<file path="config.mk">
export PLATFORM = sky130hd
export DESIGN_NAME = rbc_regs
export DESIGN_NICKNAME = d
export VERILOG_FILES = /design/src/common/rbc_pkg.sv /design/src/core/rbc_regs.sv
export SDC_FILE = /design/constraint.sdc
export NUM_CORES = 1
export LEC_CHECK = 0
export BUFFER_PORTS_ARGS = -buffer_cell sky130_fd_sc_hd__buf_2
export CELL_PAD_IN_SITES_DETAIL_PLACEMENT = 0
export CELL_PAD_IN_SITES_GLOBAL_PLACEMENT = 1
export CORE_ASPECT_RATIO = 2
export CORE_UTILIZATION = 30
export DETAILED_ROUTE_END_ITERATION = 10
export PLACE_DENSITY = 0.63
export SETUP_SLACK_MARGIN = 0.5
export SLEW_MARGIN = 10
export SYNTH_ARGS = -nofsm -noshare
export SYNTH_HDL_FRONTEND = slang
export SYNTH_SLANG_ARGS = --single-unit
</file>
<file path="constraint.sdc">
create_clock -name mclk -period 4.74 [get_ports mclk]
set_input_delay 0.711 -clock mclk [delete_from_list [all_inputs] [get_ports mclk]]
set_output_delay 0.711 -clock mclk [all_outputs]
set_load 0.05 [all_outputs]
</file>
<file path="src/common/rbc_pkg.sv">
// shared constants, layouts and carriers for the receiver board register bank
package rbc_pkg;
  // register byte offsets on the host bus
  localparam logic [11:0] RBC_OFF_STATUS = 12'h008;
  localparam logic [11:0] RBC_OFF_LINE = 12'h00C;
  localparam logic [11:0] RBC_OFF_LOW = 12'h010;
  localparam logic [11:0] RBC_OFF_HIGH = 12'h014;
  localparam logic [11:0] RBC_OFF_PERIOD = 12'h018;
  localparam logic [11:0] RBC_OFF_CNT_EXT = 12'h01C;
  localparam logic [11:0] RBC_OFF_CNT_XTAL = 12'h020;
  localparam logic [11:0] RBC_OFF_ANT = 12'h024;
  localparam logic [11:0] RBC_OFF_MON = 12'h028;
  // local serial port addresses
  localparam logic [2:0] RBC_SPI_STATUS = 3'h0;
  localparam logic [2:0] RBC_SPI_LINE = 3'h1;
  localparam logic [2:0] RBC_SPI_LOW = 3'h2;
  localparam logic [2:0] RBC_SPI_HIGH = 3'h3;
  localparam logic [2:0] RBC_SPI_PERIOD = 3'h4;
  localparam logic [2:0] RBC_SPI_ANT = 3'h5;
  localparam logic [2:0] RBC_SPI_MON = 3'h6;
  // local serial transfer lengths in bits
  localparam int RBC_LEN_STATUS = 'hB;
  localparam int RBC_LEN_LINE = 'hB;
  localparam int RBC_LEN_LIMIT = 'h18;
  localparam int RBC_LEN_ANT = 'hC;
  localparam int RBC_LEN_MON = 'hC;
  // field positions
  localparam int RBC_B_PENDING = 31;
  localparam int RBC_B_REF_SEL = 10;
  localparam int RBC_B_CLR_LO = 4;
  localparam int RBC_B_ALARM_LO = 8;
  localparam int RBC_B_MON_RESET = 6;
  localparam int RBC_B_CNT_OK = 24;
  localparam int RBC_CNT_W = 24;
  // values after reset
  localparam logic [10:0] RBC_RST_CTL = 11'h000;
  localparam logic [23:0] RBC_RST_CNT = 24'h000000;
  localparam logic [6:0] RBC_RST_MON = 7'h00;

  // line buffer control, bit 10 down to bit 0
  typedef struct packed {
    logic force_attention;
    logic front_rear_port_choice;
    logic receive_path_swap;
    logic rear_receive_buffer_direction;
    logic rear_transmit_buffer_direction;
    logic front_receive_buffer_direction;
    logic front_transmit_buffer_direction;
    logic rear_receive_buffer_termination;
    logic rear_transmit_buffer_termination;
    logic front_receive_buffer_termination;
    logic front_transmit_buffer_termination;
  } rbc_line_s;

  // antenna control, bit 11 down to bit 0
  typedef struct packed {
    logic [3:0] ant_data;
    logic [3:0] ant_dir;
    logic [2:0] spare;
    logic cal_switch;
  } rbc_ant_s;

  // host bus request
  typedef struct packed {
    logic wr;
    logic rd;
    logic [11:0] addr;
    logic [31:0] wdata;
  } rbc_pcie_req_s;

  // local serial port request, already deframed
  typedef struct packed {
    logic wr;
    logic rd;
    logic [2:0] addr;
    logic [23:0] wdata;
  } rbc_spi_req_s;
endpackage

</file>
<file path="src/core/rbc_regs.sv">
// control and status register bank with clock check engine
// Behaviour
// - enabled status changes are captured and held
// - clear bits drop captures only during write
// - bit 10 picks crystal or external reference
// - pending bit is OR of masked requests
// - serial status read shows lock, valid, enables
// - status and line registers: length B, addresses 0,1
// - limits and period: addresses 2-4, length 18
// - antenna register: address 5, length C
// - host bus reads of line, limit, period and antenna registers return last write
// - termination bits enable buffer termination
// - direction bits turn buffers to drive
// - swap bit picks receive source buffer
// - port choice picks rear or front buffers
// - force bit holds attention while set
// - period counter ends, compares counts, restarts
// - valid only strictly between both limits
// - valid holds until next period ends
// - count registers double buffered with status
// - antenna direction bits set buffer drive
// - antenna outputs load together in one cycle
// - monitor alarms sticky, write one clears
// - master enable gates every request
module rbc_regs (
  input wire logic mclk, // 100 MHz clock
  input wire logic rst_n, // async reset
  input wire logic ce, // clock enable
  input wire rbc_pkg::rbc_pcie_req_s pcie_req, // host bus request
  output logic [31:0] pcie_rdata, // host bus read data
  output logic pcie_rvalid, // read data pulse
  input wire rbc_pkg::rbc_spi_req_s spi_req, // local serial request
  output logic [23:0] spi_rdata, // local serial read data
  output logic spi_rvalid, // read data pulse
  input wire logic master_int_enable, // board master interrupt enable
  input wire logic receiver_osc_unlocked_n, // receiver lock, low locked
  input wire logic calsource_osc_unlocked_n, // cal source lock, low locked
  input wire logic xtal_ref_in, // onboard crystal reference
  input wire logic ext_ref_in, // external received reference
  input wire logic [3:0] monitor_alarm_n, // tcrit1, tcrit0, alarm1, alarm0
  input wire logic rear_rx_line, // rear receive buffer data in
  input wire logic rear_tx_line, // rear transmit buffer data in
  input wire logic front_rx_line, // front receive buffer data in
  input wire logic front_tx_line, // front transmit buffer data in
  input wire logic host_tx, // host serial data out
  output logic host_rx, // host serial data in
  output logic [3:0] buf_drive, // rear rx, rear tx, front rx, front tx
  output logic [2:0] coax_ref_out, // bezel reference outputs
  output rbc_pkg::rbc_line_s line_ctl, // buffer direction and termination
  output rbc_pkg::rbc_ant_s ant_ctl, // antenna outputs
  output logic monitor_reset_o, // monitor reset level
  output logic monitor_reset_oe, // monitor reset drive enable
  output logic attention // attention to host
);
  import rbc_pkg::*;

  logic [10:0] ctl_reg;
  rbc_line_s line_reg;
  rbc_ant_s ant_reg;
  logic [6:0] mon_reg;
  logic [RBC_CNT_W-1:0] low_reg, high_reg, period_reg, tick_reg;
  logic [RBC_CNT_W-1:0] cnt_e_reg, cnt_t_reg, cap_e_reg, cap_t_reg;
  logic ok_e_reg, ok_t_reg, ext_d_reg, xtal_d_reg;
  logic [3:0] cos_flag_reg, cos_prev_reg, alarm_reg;
  logic attention_reg, host_rx_reg;
  logic [3:0] buf_drive_reg;
  logic [2:0] coax_reg;
  logic [31:0] pcie_rdata_reg;
  logic pcie_rvalid_reg, spi_rvalid_reg;
  logic [23:0] spi_rdata_reg;
  logic w_en;
  logic [11:0] w_off;
  logic [31:0] w_data;
  logic terminal, e_edge, t_edge, attn_src;
  logic [3:0] cos_src, cos_set, cos_clr, alarm_clr;

  // local serial address to bus offset
  function automatic logic [11:0] spi_off(input logic [2:0] a);
    unique case (a)
      RBC_SPI_STATUS: spi_off = RBC_OFF_STATUS;
      RBC_SPI_LINE: spi_off = RBC_OFF_LINE;
      RBC_SPI_LOW: spi_off = RBC_OFF_LOW;
      RBC_SPI_HIGH: spi_off = RBC_OFF_HIGH;
      RBC_SPI_PERIOD: spi_off = RBC_OFF_PERIOD;
      RBC_SPI_ANT: spi_off = RBC_OFF_ANT;
      RBC_SPI_MON: spi_off = RBC_OFF_MON;
      default: spi_off = 12'hFFF;
    endcase
  endfunction

  // local serial transfer mask per address
  function automatic logic [23:0] spi_mask(input logic [2:0] a);
    unique case (a)
      RBC_SPI_STATUS: spi_mask = 24'((32'h1 << RBC_LEN_STATUS) - 1);
      RBC_SPI_LINE: spi_mask = 24'((32'h1 << RBC_LEN_LINE) - 1);
      RBC_SPI_LOW, RBC_SPI_HIGH, RBC_SPI_PERIOD:
        spi_mask = 24'((32'h1 << RBC_LEN_LIMIT) - 1);
      RBC_SPI_ANT: spi_mask = 24'((32'h1 << RBC_LEN_ANT) - 1);
      RBC_SPI_MON: spi_mask = 24'((32'h1 << RBC_LEN_MON) - 1);
      default: spi_mask = 24'h000000;
    endcase
  endfunction

  // one write per cycle, host bus first
  always_comb begin
    w_en = 1'b0;
    w_off = 12'h000;
    w_data = 32'h00000000;
    if (pcie_req.wr) begin
      w_en = 1'b1;
      w_off = pcie_req.addr;
      w_data = pcie_req.wdata;
    end else if (spi_req.wr) begin
      w_en = 1'b1;
      w_off = spi_off(spi_req.addr);
      w_data = {8'h00, spi_req.wdata & spi_mask(spi_req.addr)};
    end
  end

  // change of state and alarm event terms
  always_comb begin
    cos_src = {receiver_osc_unlocked_n, calsource_osc_unlocked_n, ok_e_reg, ok_t_reg};
    cos_set = (cos_src ^ cos_prev_reg) & ctl_reg[3:0];
    cos_clr = 4'h0;
    alarm_clr = 4'h0;
    if (w_en && w_off == RBC_OFF_STATUS) begin
      cos_clr = w_data[RBC_B_CLR_LO +: 4];
    end
    if (w_en && w_off == RBC_OFF_MON) begin
      alarm_clr = w_data[RBC_B_ALARM_LO +: 4];
    end
    attn_src = (|cos_flag_reg) | (|(alarm_reg & mon_reg[3:0]))
      | line_reg.force_attention;
  end

  // writable control registers
  always_ff @(posedge mclk or negedge rst_n) begin
    if (!rst_n) begin
      ctl_reg <= RBC_RST_CTL;
      line_reg <= rbc_line_s'(RBC_RST_CTL);
      ant_reg <= rbc_ant_s'(12'h000);
      mon_reg <= RBC_RST_MON;
      low_reg <= RBC_RST_CNT;
      high_reg <= RBC_RST_CNT;
      period_reg <= RBC_RST_CNT;
    end else if (ce && w_en) begin
      unique case (w_off)
        RBC_OFF_STATUS: ctl_reg <= {w_data[10:8], 4'h0, w_data[3:0]};
        RBC_OFF_LINE: line_reg <= rbc_line_s'(w_data[10:0]);
        RBC_OFF_LOW: low_reg <= w_data[23:0];
        RBC_OFF_HIGH: high_reg <= w_data[23:0];
        RBC_OFF_PERIOD: period_reg <= w_data[23:0];
        RBC_OFF_ANT: ant_reg <= rbc_ant_s'(w_data[11:0]);
        RBC_OFF_MON: mon_reg <= w_data[6:0];
        default: ;
      endcase
    end
  end

  // change of state capture, set wins over clear
  always_ff @(posedge mclk or negedge rst_n) begin
    if (!rst_n) begin
      cos_prev_reg <= 4'h0;
      cos_flag_reg <= 4'h0;
    end else if (ce) begin
      cos_prev_reg <= cos_src;
      cos_flag_reg <= (cos_flag_reg & ~cos_clr) | cos_set;
    end
  end

  // monitor alarm capture, set wins over clear
  always_ff @(posedge mclk or negedge rst_n) begin
    if (!rst_n) begin
      alarm_reg <= 4'h0;
    end else if (ce) begin
      alarm_reg <= (alarm_reg & ~alarm_clr) | ~monitor_alarm_n;
    end
  end

  // reference edge detection and period end
  assign e_edge = ext_ref_in & ~ext_d_reg;
  assign t_edge = xtal_ref_in & ~xtal_d_reg;
  assign terminal = (tick_reg >= period_reg);

  // clock check engine
  always_ff @(posedge mclk or negedge rst_n) begin
    if (!rst_n) begin
      ext_d_reg <= 1'b0;
      xtal_d_reg <= 1'b0;
      tick_reg <= RBC_RST_CNT;
      cnt_e_reg <= RBC_RST_CNT;
      cnt_t_reg <= RBC_RST_CNT;
      cap_e_reg <= RBC_RST_CNT;
      cap_t_reg <= RBC_RST_CNT;
      ok_e_reg <= 1'b0;
      ok_t_reg <= 1'b0;
    end else if (ce) begin
      ext_d_reg <= ext_ref_in;
      xtal_d_reg <= xtal_ref_in;
      if (terminal) begin
        tick_reg <= RBC_RST_CNT;
        cnt_e_reg <= {{(RBC_CNT_W-1){1'b0}}, e_edge};
        cnt_t_reg <= {{(RBC_CNT_W-1){1'b0}}, t_edge};
        cap_e_reg <= cnt_e_reg;
        cap_t_reg <= cnt_t_reg;
        ok_e_reg <= (cnt_e_reg > low_reg) && (cnt_e_reg < high_reg);
        ok_t_reg <= (cnt_t_reg > low_reg) && (cnt_t_reg < high_reg);
      end else begin
        tick_reg <= tick_reg + 24'h000001;
        cnt_e_reg <= cnt_e_reg + {23'h000000, e_edge};
        cnt_t_reg <= cnt_t_reg + {23'h000000, t_edge};
      end
    end
  end

  // attention, reference and serial path outputs
  always_ff @(posedge mclk or negedge rst_n) begin
    if (!rst_n) begin
      attention_reg <= 1'b0;
      coax_reg <= 3'h0;
      host_rx_reg <= 1'b1;
      buf_drive_reg <= 4'h0;
    end else if (ce) begin
      attention_reg <= master_int_enable & attn_src;
      coax_reg <= {3{ctl_reg[RBC_B_REF_SEL] ? ext_ref_in : xtal_ref_in}};
      unique case ({line_reg.front_rear_port_choice, line_reg.receive_path_swap})
        2'b00: host_rx_reg <= rear_rx_line;
        2'b01: host_rx_reg <= rear_tx_line;
        2'b10: host_rx_reg <= front_rx_line;
        2'b11: host_rx_reg <= front_tx_line;
      endcase
      // transmit on the position not used for receive
      buf_drive_reg <= 4'h0;
      unique case ({line_reg.front_rear_port_choice, line_reg.receive_path_swap})
        2'b00: buf_drive_reg[1] <= host_tx;
        2'b01: buf_drive_reg[0] <= host_tx;
        2'b10: buf_drive_reg[3] <= host_tx;
        2'b11: buf_drive_reg[2] <= host_tx;
      endcase
    end
  end

  // host bus read, data one cycle after request
  always_ff @(posedge mclk or negedge rst_n) begin
    if (!rst_n) begin
      pcie_rdata_reg <= 32'h00000000;
      pcie_rvalid_reg <= 1'b0;
    end else if (ce) begin
      pcie_rvalid_reg <= pcie_req.rd;
      if (pcie_req.rd) begin
        unique case (pcie_req.addr)
          RBC_OFF_STATUS: pcie_rdata_reg <= {master_int_enable & attn_src,
            20'h00000, ctl_reg};
          RBC_OFF_LINE: pcie_rdata_reg <= {21'h000000, line_reg};
          RBC_OFF_LOW: pcie_rdata_reg <= {8'h00, low_reg};
          RBC_OFF_HIGH: pcie_rdata_reg <= {8'h00, high_reg};
          RBC_OFF_PERIOD: pcie_rdata_reg <= {8'h00, period_reg};
          RBC_OFF_CNT_EXT: pcie_rdata_reg <= {7'h00, ok_e_reg, cap_e_reg};
          RBC_OFF_CNT_XTAL: pcie_rdata_reg <= {7'h00, ok_t_reg, cap_t_reg};
          RBC_OFF_ANT: pcie_rdata_reg <= {20'h00000, ant_reg};
          RBC_OFF_MON: pcie_rdata_reg <= {20'h00000, alarm_reg, 1'b0, mon_reg};
          default: pcie_rdata_reg <= 32'h00000000;
        endcase
      end
    end
  end

  // local serial read, masked to the transfer length
  always_ff @(posedge mclk or negedge rst_n) begin
    if (!rst_n) begin
      spi_rdata_reg <= 24'h000000;
      spi_rvalid_reg <= 1'b0;
    end else if (ce) begin
      spi_rvalid_reg <= spi_req.rd;
      if (spi_req.rd) begin
        unique case (spi_req.addr)
          RBC_SPI_STATUS: spi_rdata_reg <= {13'h0000, ctl_reg[10:8],
            receiver_osc_unlocked_n, calsource_osc_unlocked_n,
            ok_e_reg, ok_t_reg, ctl_reg[3:0]};
          RBC_SPI_LINE: spi_rdata_reg <= {13'h0000, line_reg};
          RBC_SPI_LOW: spi_rdata_reg <= low_reg;
          RBC_SPI_HIGH: spi_rdata_reg <= high_reg;
          RBC_SPI_PERIOD: spi_rdata_reg <= period_reg;
          RBC_SPI_ANT: spi_rdata_reg <= {12'h000, ant_reg};
          RBC_SPI_MON: spi_rdata_reg <= {12'h000, alarm_reg, 1'b0, mon_reg};
          default: spi_rdata_reg <= 24'h000000;
        endcase
      end
    end
  end

  // outputs straight from flops, monitor reset level tied low
  assign pcie_rdata = pcie_rdata_reg;
  assign pcie_rvalid = pcie_rvalid_reg;
  assign spi_rdata = spi_rdata_reg;
  assign spi_rvalid = spi_rvalid_reg;
  assign host_rx = host_rx_reg;
  assign buf_drive = buf_drive_reg;
  assign coax_ref_out = coax_reg;
  assign line_ctl = line_reg;
  assign ant_ctl = ant_reg;
  assign monitor_reset_o = 1'b0;
  assign monitor_reset_oe = mon_reg[RBC_B_MON_RESET];
  assign attention = attention_reg;
endmodule // rbc_regs

</file>
# After elaboration in Yosys (flattened, before gate mapping)
# Index checks and enable logic that the tools add are counted.
# W data, S select, Z words.
# totals
n_memories	0
latchBits	0
in_bits	92
out_inout_bits	92
romBits	0
reg_bits	310
ram_bits	0
wordCells	136
# op_classes
add_sub_neg	3
shifts	0
div_mod_pow	0
n_mux	23
n_reduce_logical	22
mul	0
n_eq_ne	25
bitwise_logic	18
n_lt_le_gt_ge	5
# ops
op	count
$pmux W32 S9	1
$mux W24	7
$pmux W24 S7	1
$eq A12 B5 Y1 const B	7
$pmux W12 S7	1
$pmux W24 S3	1
$eq A12 B6 Y1 const B	5
$add A24 B1 Y24	2
$eq A12 B4 Y1 const B	4
$gt A24 B24 Y1	2
$lt A24 B24 Y1	2
$add A24 B1 Y24 const B	1
$and A24 B24 Y24	1
$ge A24 B24 Y1	1
$mux W12	2
$reduce_and A2 Y1	10
$and A4 B4 Y4	4
$not A4 Y4	3
$eq A3 B3 Y1 const B	3
$mux W4	2
$or A4 B4 Y4	2
$reduce_or A4 Y1	2
$mux W1	7
$eq A3 B2 Y1 const B	2
13 further kinds	23

# Logic depth before layout (Yosys ltp)
# Gate-level depths: netlist of the first run.
# logic_depth
ltp_word	12
mapped_depth	10
ltp_nobuf	9

# Worst setup path after synthesis of the first run
# No wires, ideal clock.
# synth_timing
path_type	input to register
start	input pcie_req[41] (netlist bit)
end	register high_reg[8]
stages	9
setup_ps	141
path_buffers	3
path_slack_ps	2036
required_time_ps	4599
arrival_ps	2563
path_cell_list	or4_4 buf_6 nor4_2 o21ai_1 or4_1 buf_4 buf_6 nand2_1 o21ai_0
# synth_between
elab_chain_len	3
# synth_rtl
item	line_no	source
start, declared	rbc_regs.sv:29	input wire rbc_pkg::rbc_pcie_req_s pcie_req,
$mux W12	rbc_regs.sv:109	if (pcie_req.wr) begin
$eq A12 B5 Y1	rbc_regs.sv:147	unique case (w_off)
$reduce_and A2 Y1 (no source line)	--	
end signal, assigned	rbc_regs.sv:151	RBC_OFF_HIGH: high_reg <= w_data[23:0];
end, declared	rbc_regs.sv:61	logic [RBC_CNT_W-1:0] low_reg, high_reg, period_reg, tick_reg;
# No other way between the ends.
# A chain may end at the register's enable or synchronous reset.

# Worst setup path in the final report of the first run
# layout_timing
start	register period_reg[23]
end	register cap_t_reg[14]
# layout_between
elab_chain_len	2
# layout_rtl
item	line_no	source
start, declared	rbc_regs.sv:61	
start signal, assigned	rbc_regs.sv:152	RBC_OFF_PERIOD: period_reg <= w_data[23:0];
$ge A24 B24 Y1	rbc_regs.sv:183	assign terminal = (tick_reg >= period_reg);
$reduce_and A2 Y1 (no source line)	--	
end signal, assigned	rbc_regs.sv:205	cap_t_reg <= cnt_t_reg;
end, declared	rbc_regs.sv:62	logic [RBC_CNT_W-1:0] cnt_e_reg, cnt_t_reg, cap_e_reg, cap_t_reg;
# No other way between the ends.

==> flow_summary.toml, run 1 <==
[run_status]
status = "completed"

[timing]
hold-worst-slack_ns = 0.222
max_freq_mhz = 292
setup_ws_ns = 1.32
drv_slew = 0
slew-limit-headroom_pct = 27.4
rsz0062_at_grt = "no"
setup-violations-final = 0
final.period_utilization_pct = 72.2
fin_crit_ns = 3.42
hold_violations = 0
tightest_slew_ns = 1.09
fin_tns_setup_ns = 0
fin_skew_ns = 0.0227

[power]
power_switching_share_pct = 34.9
ir_drop_mv = 0.193
p_comb_share_pct = 21.9
p_sw_uw = 2670
seqPwrFrac_pct = 42.6
powerDensity_nw_per_um2 = 376
clkPwrFrac_pct = 35.6
p_int_uw = 4990
p_leak_uw = 0.00947

[routing]
via_count = 15100
wire_per_inst_um = 24.7
drt-initial-drc-count = 978
detail-route-antenna-nets = 0
drc = 0
vias_per_cell = 5.40
firstDrtPassIters = 6
wirelength_mm = 68.8

[critical_path]
critical_path.max_fanout = 53
cpPeakStageDelay_ns = 0.59
cp_common_cell = "nand4_1"
startpoint_type = "flip-flop"
cp_top_family = "compound AO/OA/AOI/OAI gates"
cp.required_ns = 5.15
critPathBufInv = 2
endpoint_kind = "flip-flop"
crit_type = "reg2reg"
worstPathArrival_ns = 3.84
slowest_stage = "a211o_1"
worstPathCellList = "inv_1 -> ha_1 -> nand4_1 -> nor2_1 -> nand4_1 -> a211o_1 -> a21oi_4 -> buf_4 -> mux2_2"

[clock_network]
clk_pin_slew_worst_paths_ns = 0.07
clock_latency_ns = 0.55
cts_hold_buf = 0
cts_resized = 0
cts_tree = "done"
clock_sinks = 304
cts_buffers = 34
clockRootBuffer = "clkbuf_16"
cts_max_path_buffers = 3
post_cts_buffers = 0
htree_levels = 2

[floorplan]
die_area_um2 = 59700
start_util_pct = 30.3
fp.dieH_um = 345
fp-row-count = 125
core_um2 = 58000
ios = 184
fp.dieW_um = 173

[worst_hold_path]
worstHoldPathType = "in2async"

[finish]
layout.nets = 2218
largest_reg_flops = 26
nFillCells = 5955
regArea_um2 = 7610
multi_input_area_um2 = 9190
finalCoreUtilization_pct = 35.1
layout-drive-gt1-share_pct = 17.8
synthToLayoutAreaGrowth_pct = 15.8

[logic_synthesis]
synthesis.area_um2 = 17600
async_reset_ff_share_pct = 100
ys_seq_area_share_pct = 43.2
synthCells = 1865
ys.flop_type = "dfrtp_1"
syn_avg_cell_area_um2 = 9.44
ys_types = 69
yosys_warnings = 0
synth-edff-count = 0
ys_ff_latch = 304

[place]
hpwl_mm = 53.3
place.gp.congestion = 0.943
pre_cts_slack_ns = 0.930
io_buffers = 168

[global_route]
overflow = 0
grt_pass1_wl_mm = 102
track_usage_pct = 23.1
grt_pass1_vias = 15600
antenna_found_initial = 3
grt_start_max_net_pins = 106

[flow_run]
maxCapViolations = 0
==> cells by family after synthesis <==
family / count (synthesis) / synth area share (%)
and+or+nand+nor: 567 / 15.4
AOI/OAI and AO/OA: 509 / 18.2
DFF: 304 / 43.2
buffers and inverters: 203 / 4.93
adders and majority gates: 123 / 8.74
muxes: 107 / 7.01
xor gates and xnor gates: 51 / 2.54
other: 1 / 0.0213
==> per-layer routing <==
| layer | vias up | part of all wire (%) | track usage, % |
|---|---|---|---|
| met2 | 448 | 53 | 43.3 |
| met1 | 7434 | 35 | 23.5 |
| met4 | 4 | 7.9 | 17.0 |
| met3 | 190 | 3.5 | 2.63 |
| li1 | 6994 | - | - |
| met5 | - | 0.038 | 0 |
==> worst reg2reg max path, delay by kind of cell, from the launching register on <==
kind	cells	cell delay [ns]
flip-flops	1	0.42
AO/OA/AOI/OAI	2	0.86
buffers and inverters	2	0.63
adder cells (fa/ha/maj)	1	0.30
multiplexers	1	0.49
AND/OR/NAND/NOR	3	0.59
==> area by class of cell <==
type | count | area share [%]
Multi-Input combinational cell | 1364 | 45.1
Sequential cell | 304 | 37.3
Timing Repair Buffer | 206 | 5.69
Clock buffer | 46 | 4.84
Tap cell | 762 | 4.68
Inverter | 93 | 1.71
Clock inverter | 15 | 0.675
Antenna cell | 2 | 0.0245
==> cell usage in the layout, fill, tap and decap left out, drive strengths merged, types with 5 or more instances in the layout <==
cell       n
dfrtp    303
buf      206
nand2    190
nor2     168
o21ai    155
a21oi    137
ha       123
inv       96
mux2      61
clkbuf    46
mux2i     39
nand3     38
a22oi     38
xor2      35
nand4     32
a21o      26
nor3      25
nor2b     22
and3      22
a222oi    20
nor4      20
o2bb2ai   19
a31oi     18
nand2b    17
xnor2     16
a22o      14
a211oi    14
o31ai     12
o211ai    10
clkinv     8
mux4       7
a221oi     7
conb       7
o22ai      6
and4       6
a32o       5
o32ai      5
or2        5
or4        5
==> final timing paths <==
| check | start | end | slack [ns] | cells after the start |
|---|---|---|---|---|
| min | rst_n | mon_reg[1]$_DFFE_PN0P_ | 0.22 | 1 |
| max in group asynchronous | rst_n | cnt_t_reg[19]$_DFFE_PN0P_ | 3.41 | 2 |
| max reg2reg | period_reg[23]$_DFFE_PN0P_ | cap_t_reg[14]$_DFFE_PN0P_ | 1.32 | 9 |
| min in group mclk | monitor_alarm_n[3] | alarm_reg[3]$_DFFE_PN0P_ | 0.37 | 2 |
| max | period_reg[23]$_DFFE_PN0P_ | cap_t_reg[14]$_DFFE_PN0P_ | 1.32 | 9 |
| min reg2reg | pcie_rdata[1]$_DFFE_PN0P_ | pcie_rdata[1]$_DFFE_PN0P_ | 0.47 | 2 |
==> cells in the mapped netlist, drive strengths merged, types with 4 or more instances <==
cell | number | area (um^2)
dfrtp | 303 | 7580
nand2 | 190 | 713
nor2 | 168 | 631
o21ai | 155 | 776
a21oi | 137 | 686
ha | 123 | 1540
inv | 93 | 349
clkbuf | 64 | 240
mux2 | 61 | 687
buf | 46 | 278
mux2i | 39 | 390
a22oi | 38 | 285
nand3 | 38 | 190
xor2 | 35 | 307
nand4 | 32 | 200
a21o | 26 | 195
nor3 | 25 | 141
and3 | 22 | 138
nor2b | 22 | 138
a222oi | 20 | 200
nor4 | 20 | 193
o2bb2ai | 19 | 166
a31oi | 18 | 113
nand2b | 17 | 106
xnor2 | 16 | 140
a211oi | 14 | 105
a22o | 14 | 123
o31ai | 12 | 90.1
o211ai | 10 | 75.1
a221oi | 7 | 61.3
mux4 | 7 | 158
and4 | 6 | 52.6
o22ai | 6 | 37.5
a32o | 5 | 50.1
o32ai | 5 | 43.8
or2 | 5 | 33.8
or4 | 5 | 41.3
and2 | 4 | 25.0
o21a | 4 | 30.0
or3 | 4 | 25.0
==> power by group through the flow <==
stage / sequential (uW) / clock (uW) / combinational (uW)
2_1_floorplan: 3260 / 0 / 971
3_3_place_gp: 3300 / 0 / 1640
3_5_place_dp: 3310 / 0 / 1680
4_1_cts: 3260 / 2800 / 1690
5_1_grt: 3290 / 2880 / 1850
6_report: 3260 / 2720 / 1680
==> metrics by stage <==
| stage | power, uW | instances | cell area, um^2 |
|---|---|---|---|
| after global routing | 8020 | 2790 | 20400 |
| after floorplan | 4230 | 1871 | 17600 |
| after detailed placement | 4980 | 2729 | 19300 |
| after CTS | 7740 | 2790 | 20400 |
| after global placement | 4930 | 2729 | 19300 |
| final | 7660 | 2792 | 20400 |
No activity file was read; power rests on OpenSTA's default activity.
==> inputs of run 2 (changes only) <==
ABC_AREA = 1   (was default)
PLACE_DENSITY = 0.66   (was 0.63)
clock period = 3.3 ns   (was 4.74 ns; I/O delays follow)
==> run 2 against run 1 <==
Worst setup slack worse by 0.65 ns. Clock skew is 0.012 ns lower. Highest routed layer is now met4. Synthesized cell count is 28% higher. Design area is 4.0% higher. Sequential share of layout area is 1.5 points lower. Non-clock buffer count is 39 higher. Die area is 2.7% higher. First-iteration DRC count is 2.4% higher. Combinational power is 66% higher.
==> flow_summary.toml, run 2 <==
[critical_path]
worstPathCellList = "inv_1 -> ha_1 -> nand2_1 -> nor2_1 -> nand4_1 -> inv_1 -> nand2_1 -> nand3_4 -> nand2_2 -> inv_4 -> buf_4 -> a21oi_1"
r2r_setup_slack_ns = 0.67
worstPathArrival_ns = 3.11
crit_type = "reg2reg"
endpoint_kind = "flip-flop"
critical_path.max_fanout = 15
cp.required_ns = 3.78
cpPeakStageDelay_ns = 0.44
slowest_stage = "dfrtp_1"
startpoint_type = "flip-flop"

[finish]
layout-drive-gt1-share_pct = 13.3
stdcell_count = 3385
synthToLayoutAreaGrowth_pct = 17.3
nFillCells = 6338
final_common_cell = "nand2_1"
largest_reg_flops = 26
finalCoreUtilization_pct = 35.5
layout_common_cells = "nand2_1, dfrtp_1, inv_1, nor2_1, buf_2"
multi_input_area_um2 = 9070
regArea_um2 = 7610
layout.nets = 2801

[routing]
detail-route-antenna-nets = 0
firstDrtPassIters = 7
wire_per_inst_um = 22.3
wirelength_mm = 75.4
via_count = 16900
drt-initial-drc-count = 1001
vias_per_cell = 4.98
drc = 0

[clock_network]
cts_buffers = 30
cts_tree = "done"
clockRootBuffer = "clkbuf_16"
clock_sinks = 304
clock_latency_ns = 0.60
clk_pin_slew_worst_paths_ns = 0.07
htree_levels = 1
cts_max_path_buffers = 3
post_cts_buffers = 0

[global_route]
grt_pass1_vias = 16900
grt_start_max_net_pins = 90
track_usage_pct = 24.7
antenna_found_initial = 1
grt_pass1_wl_mm = 109
overflow = 0

[timing]
fin_tns_setup_ns = 0
drv_slew = 0
max_freq_mhz = 380
hold_violations = 0
fin_crit_ns = 2.63
fin_skew_ns = 0.0109
rsz0062_at_grt = "no"
slew-limit-headroom_pct = 56.1
hold-worst-slack_ns = 0.133
final.period_utilization_pct = 79.7
setup-violations-final = 0
tightest_slew_ns = 0.658

[worst_hold_path]
worstHoldPathType = "in2reg"

[place]
io_buffers = 168
place.gp.congestion = 1.05
hpwl_mm = 60.5
dp.cells = 3327

[logic_synthesis]
synthesis.area_um2 = 18100
ys_ff_latch = 304
async_reset_ff_share_pct = 100
ys.flop_type = "dfrtp_1"
yosysTopAreaCell = "dfrtp_1"
syn_avg_cell_area_um2 = 7.58
synthMostInstantiatedCell = "nand2_1"
synth.area.top_cells = "dfrtp_1, nand2_1, ha_1, inv_1, nor2_1"
ys_types = 53
synth_common_cells = "nand2_1, dfrtp_1, inv_1"
ys_seq_area_share_pct = 42.1
yosys_warnings = 0
synth-edff-count = 0
synth_top_area_share_pct = 41.9
synthCells = 2387

[power]
ir_drop_mv = 0.430
seqPwrFrac_pct = 40.9
p_comb_share_pct = 25.7
p_int_uw = 6880
power.total_uw = 10800
power_switching_share_pct = 36.5
powerDensity_nw_per_um2 = 511
p_sw_uw = 3960
p_leak_uw = 0.0106
clkPwrFrac_pct = 33.3

[floorplan]
die_area_um2 = 61300
fp.dieH_um = 349
start_util_pct = 30.3
core_um2 = 59700
ios = 184
fp-row-count = 127
fp.dieW_um = 176

[flow_run]
maxCapViolations = 0

[run_status]
status = "completed"
## run 2: cell count changes after synthesis, moves of 21 or more
cell,previous run,this run
mux2_2,61,0
o22ai_1,6,40
nand2_1,190,774
a21o_1,26,4
mux2i_1,39,0
nor2_1,168,196
inv_1,93,264
clkbuf_1,64,36
nand3_1,38,65
nor2b_1,22,0
a21oi_1,137,80
and3_1,22,1
a22oi_1,38,0
o21ai_1,21,92
## run 2: power by group through the flow
| stage | clock, uW | combinational, uW | sequential [uW] |
|---|---|---|---|
| 2_1_floorplan | 0 | 1510 | 4620 |
| 3_3_place_gp | 0 | 2760 | 4500 |
| 3_5_place_dp | 0 | 2800 | 4500 |
| 4_1_cts | 3710 | 2810 | 4440 |
| 5_1_grt | 3810 | 3100 | 4480 |
| 6_report | 3610 | 2790 | 4440 |
## run 2: critical path: cells and delay by family (launching register included)
| kind | cells | cell delay, ns |
|---|---|---|
| compound gates | 1 | 0.06 |
| simple gates | 6 | 0.99 |
| buf+inv | 4 | 0.71 |
| flops | 1 | 0.44 |
| fa+ha+maj | 1 | 0.30 |
## run 2: final timing paths
| kind | startpoint | end | cells after the start |
|---|---|---|---|
| max | period_reg[21]$_DFFE_PN0P_ | cnt_e_reg[13]$_DFFE_PN0P_ | 12 |
| min | calsource_osc_unlocked_n | cos_prev_reg[2]$_DFFE_PN0P_ | 3 |
| max reg2reg | period_reg[21]$_DFFE_PN0P_ | cnt_e_reg[13]$_DFFE_PN0P_ | 12 |
| min reg2reg | pcie_rvalid$_DFFE_PN0P_ | pcie_rvalid$_DFFE_PN0P_ | 2 |
| max in group asynchronous | rst_n | cap_e_reg[20]$_DFFE_PN0P_ | 3 |
| min in group asynchronous | rst_n | pcie_rdata[10]$_DFFE_PN0P_ | 2 |
## run 2: per-layer routing
layer | share of wire (%) | track usage, %
met1 | 32 | 22.4
met2 | 54 | 47.7
met5 | 0 | 0
met3 | 3.4 | 2.16
met4 | 10 | 21.9
## run 2: cell type report
class / count / share of cell area, %
multi-input cells: 1734 / 42.7
flip-flops and latches: 304 / 35.9
repair buffers: 245 / 7.28
inverters: 271 / 4.81
well taps: 774 / 4.56
clock buffers: 43 / 4.10
clock inverters: 13 / 0.631
diodes: 1 / 0.0118
## run 2: metrics by stage
step	area (um^2)	setup WS, ns
2_1_floorplan	18100	1.26
3_3_place_gp	20200	0.475
3_5_place_dp	20200	0.467
4_1_cts	21200	0.510
5_1_grt	21200	0.501
6_report	21200	0.670
## run 2: logic make-up (layout without fill, tap and decap cells)
kind of cell | Yosys count | count (layout) | share of synthesized area (%)
AO/OA/AOI/OAI | 419 | 419 | 13.5
XOR/XNOR | 31 | 31 | 1.50
adder cells (fa/ha/maj) | 123 | 123 | 8.51
buffers and inverters | 355 | 572 | 8.05
flip-flops | 304 | 304 | 42.1
other | 1 | 8 | 0.0207
AND/OR/NAND/NOR | 1154 | 1154 | 26.4
## run 2: timing repair
action / CTS / global route
setup endpoints to repair: 0 / 67
endpoints found under the hold margin: 66 / 0
hold buffers: 1 / 0
resized for setup: 0 / 4
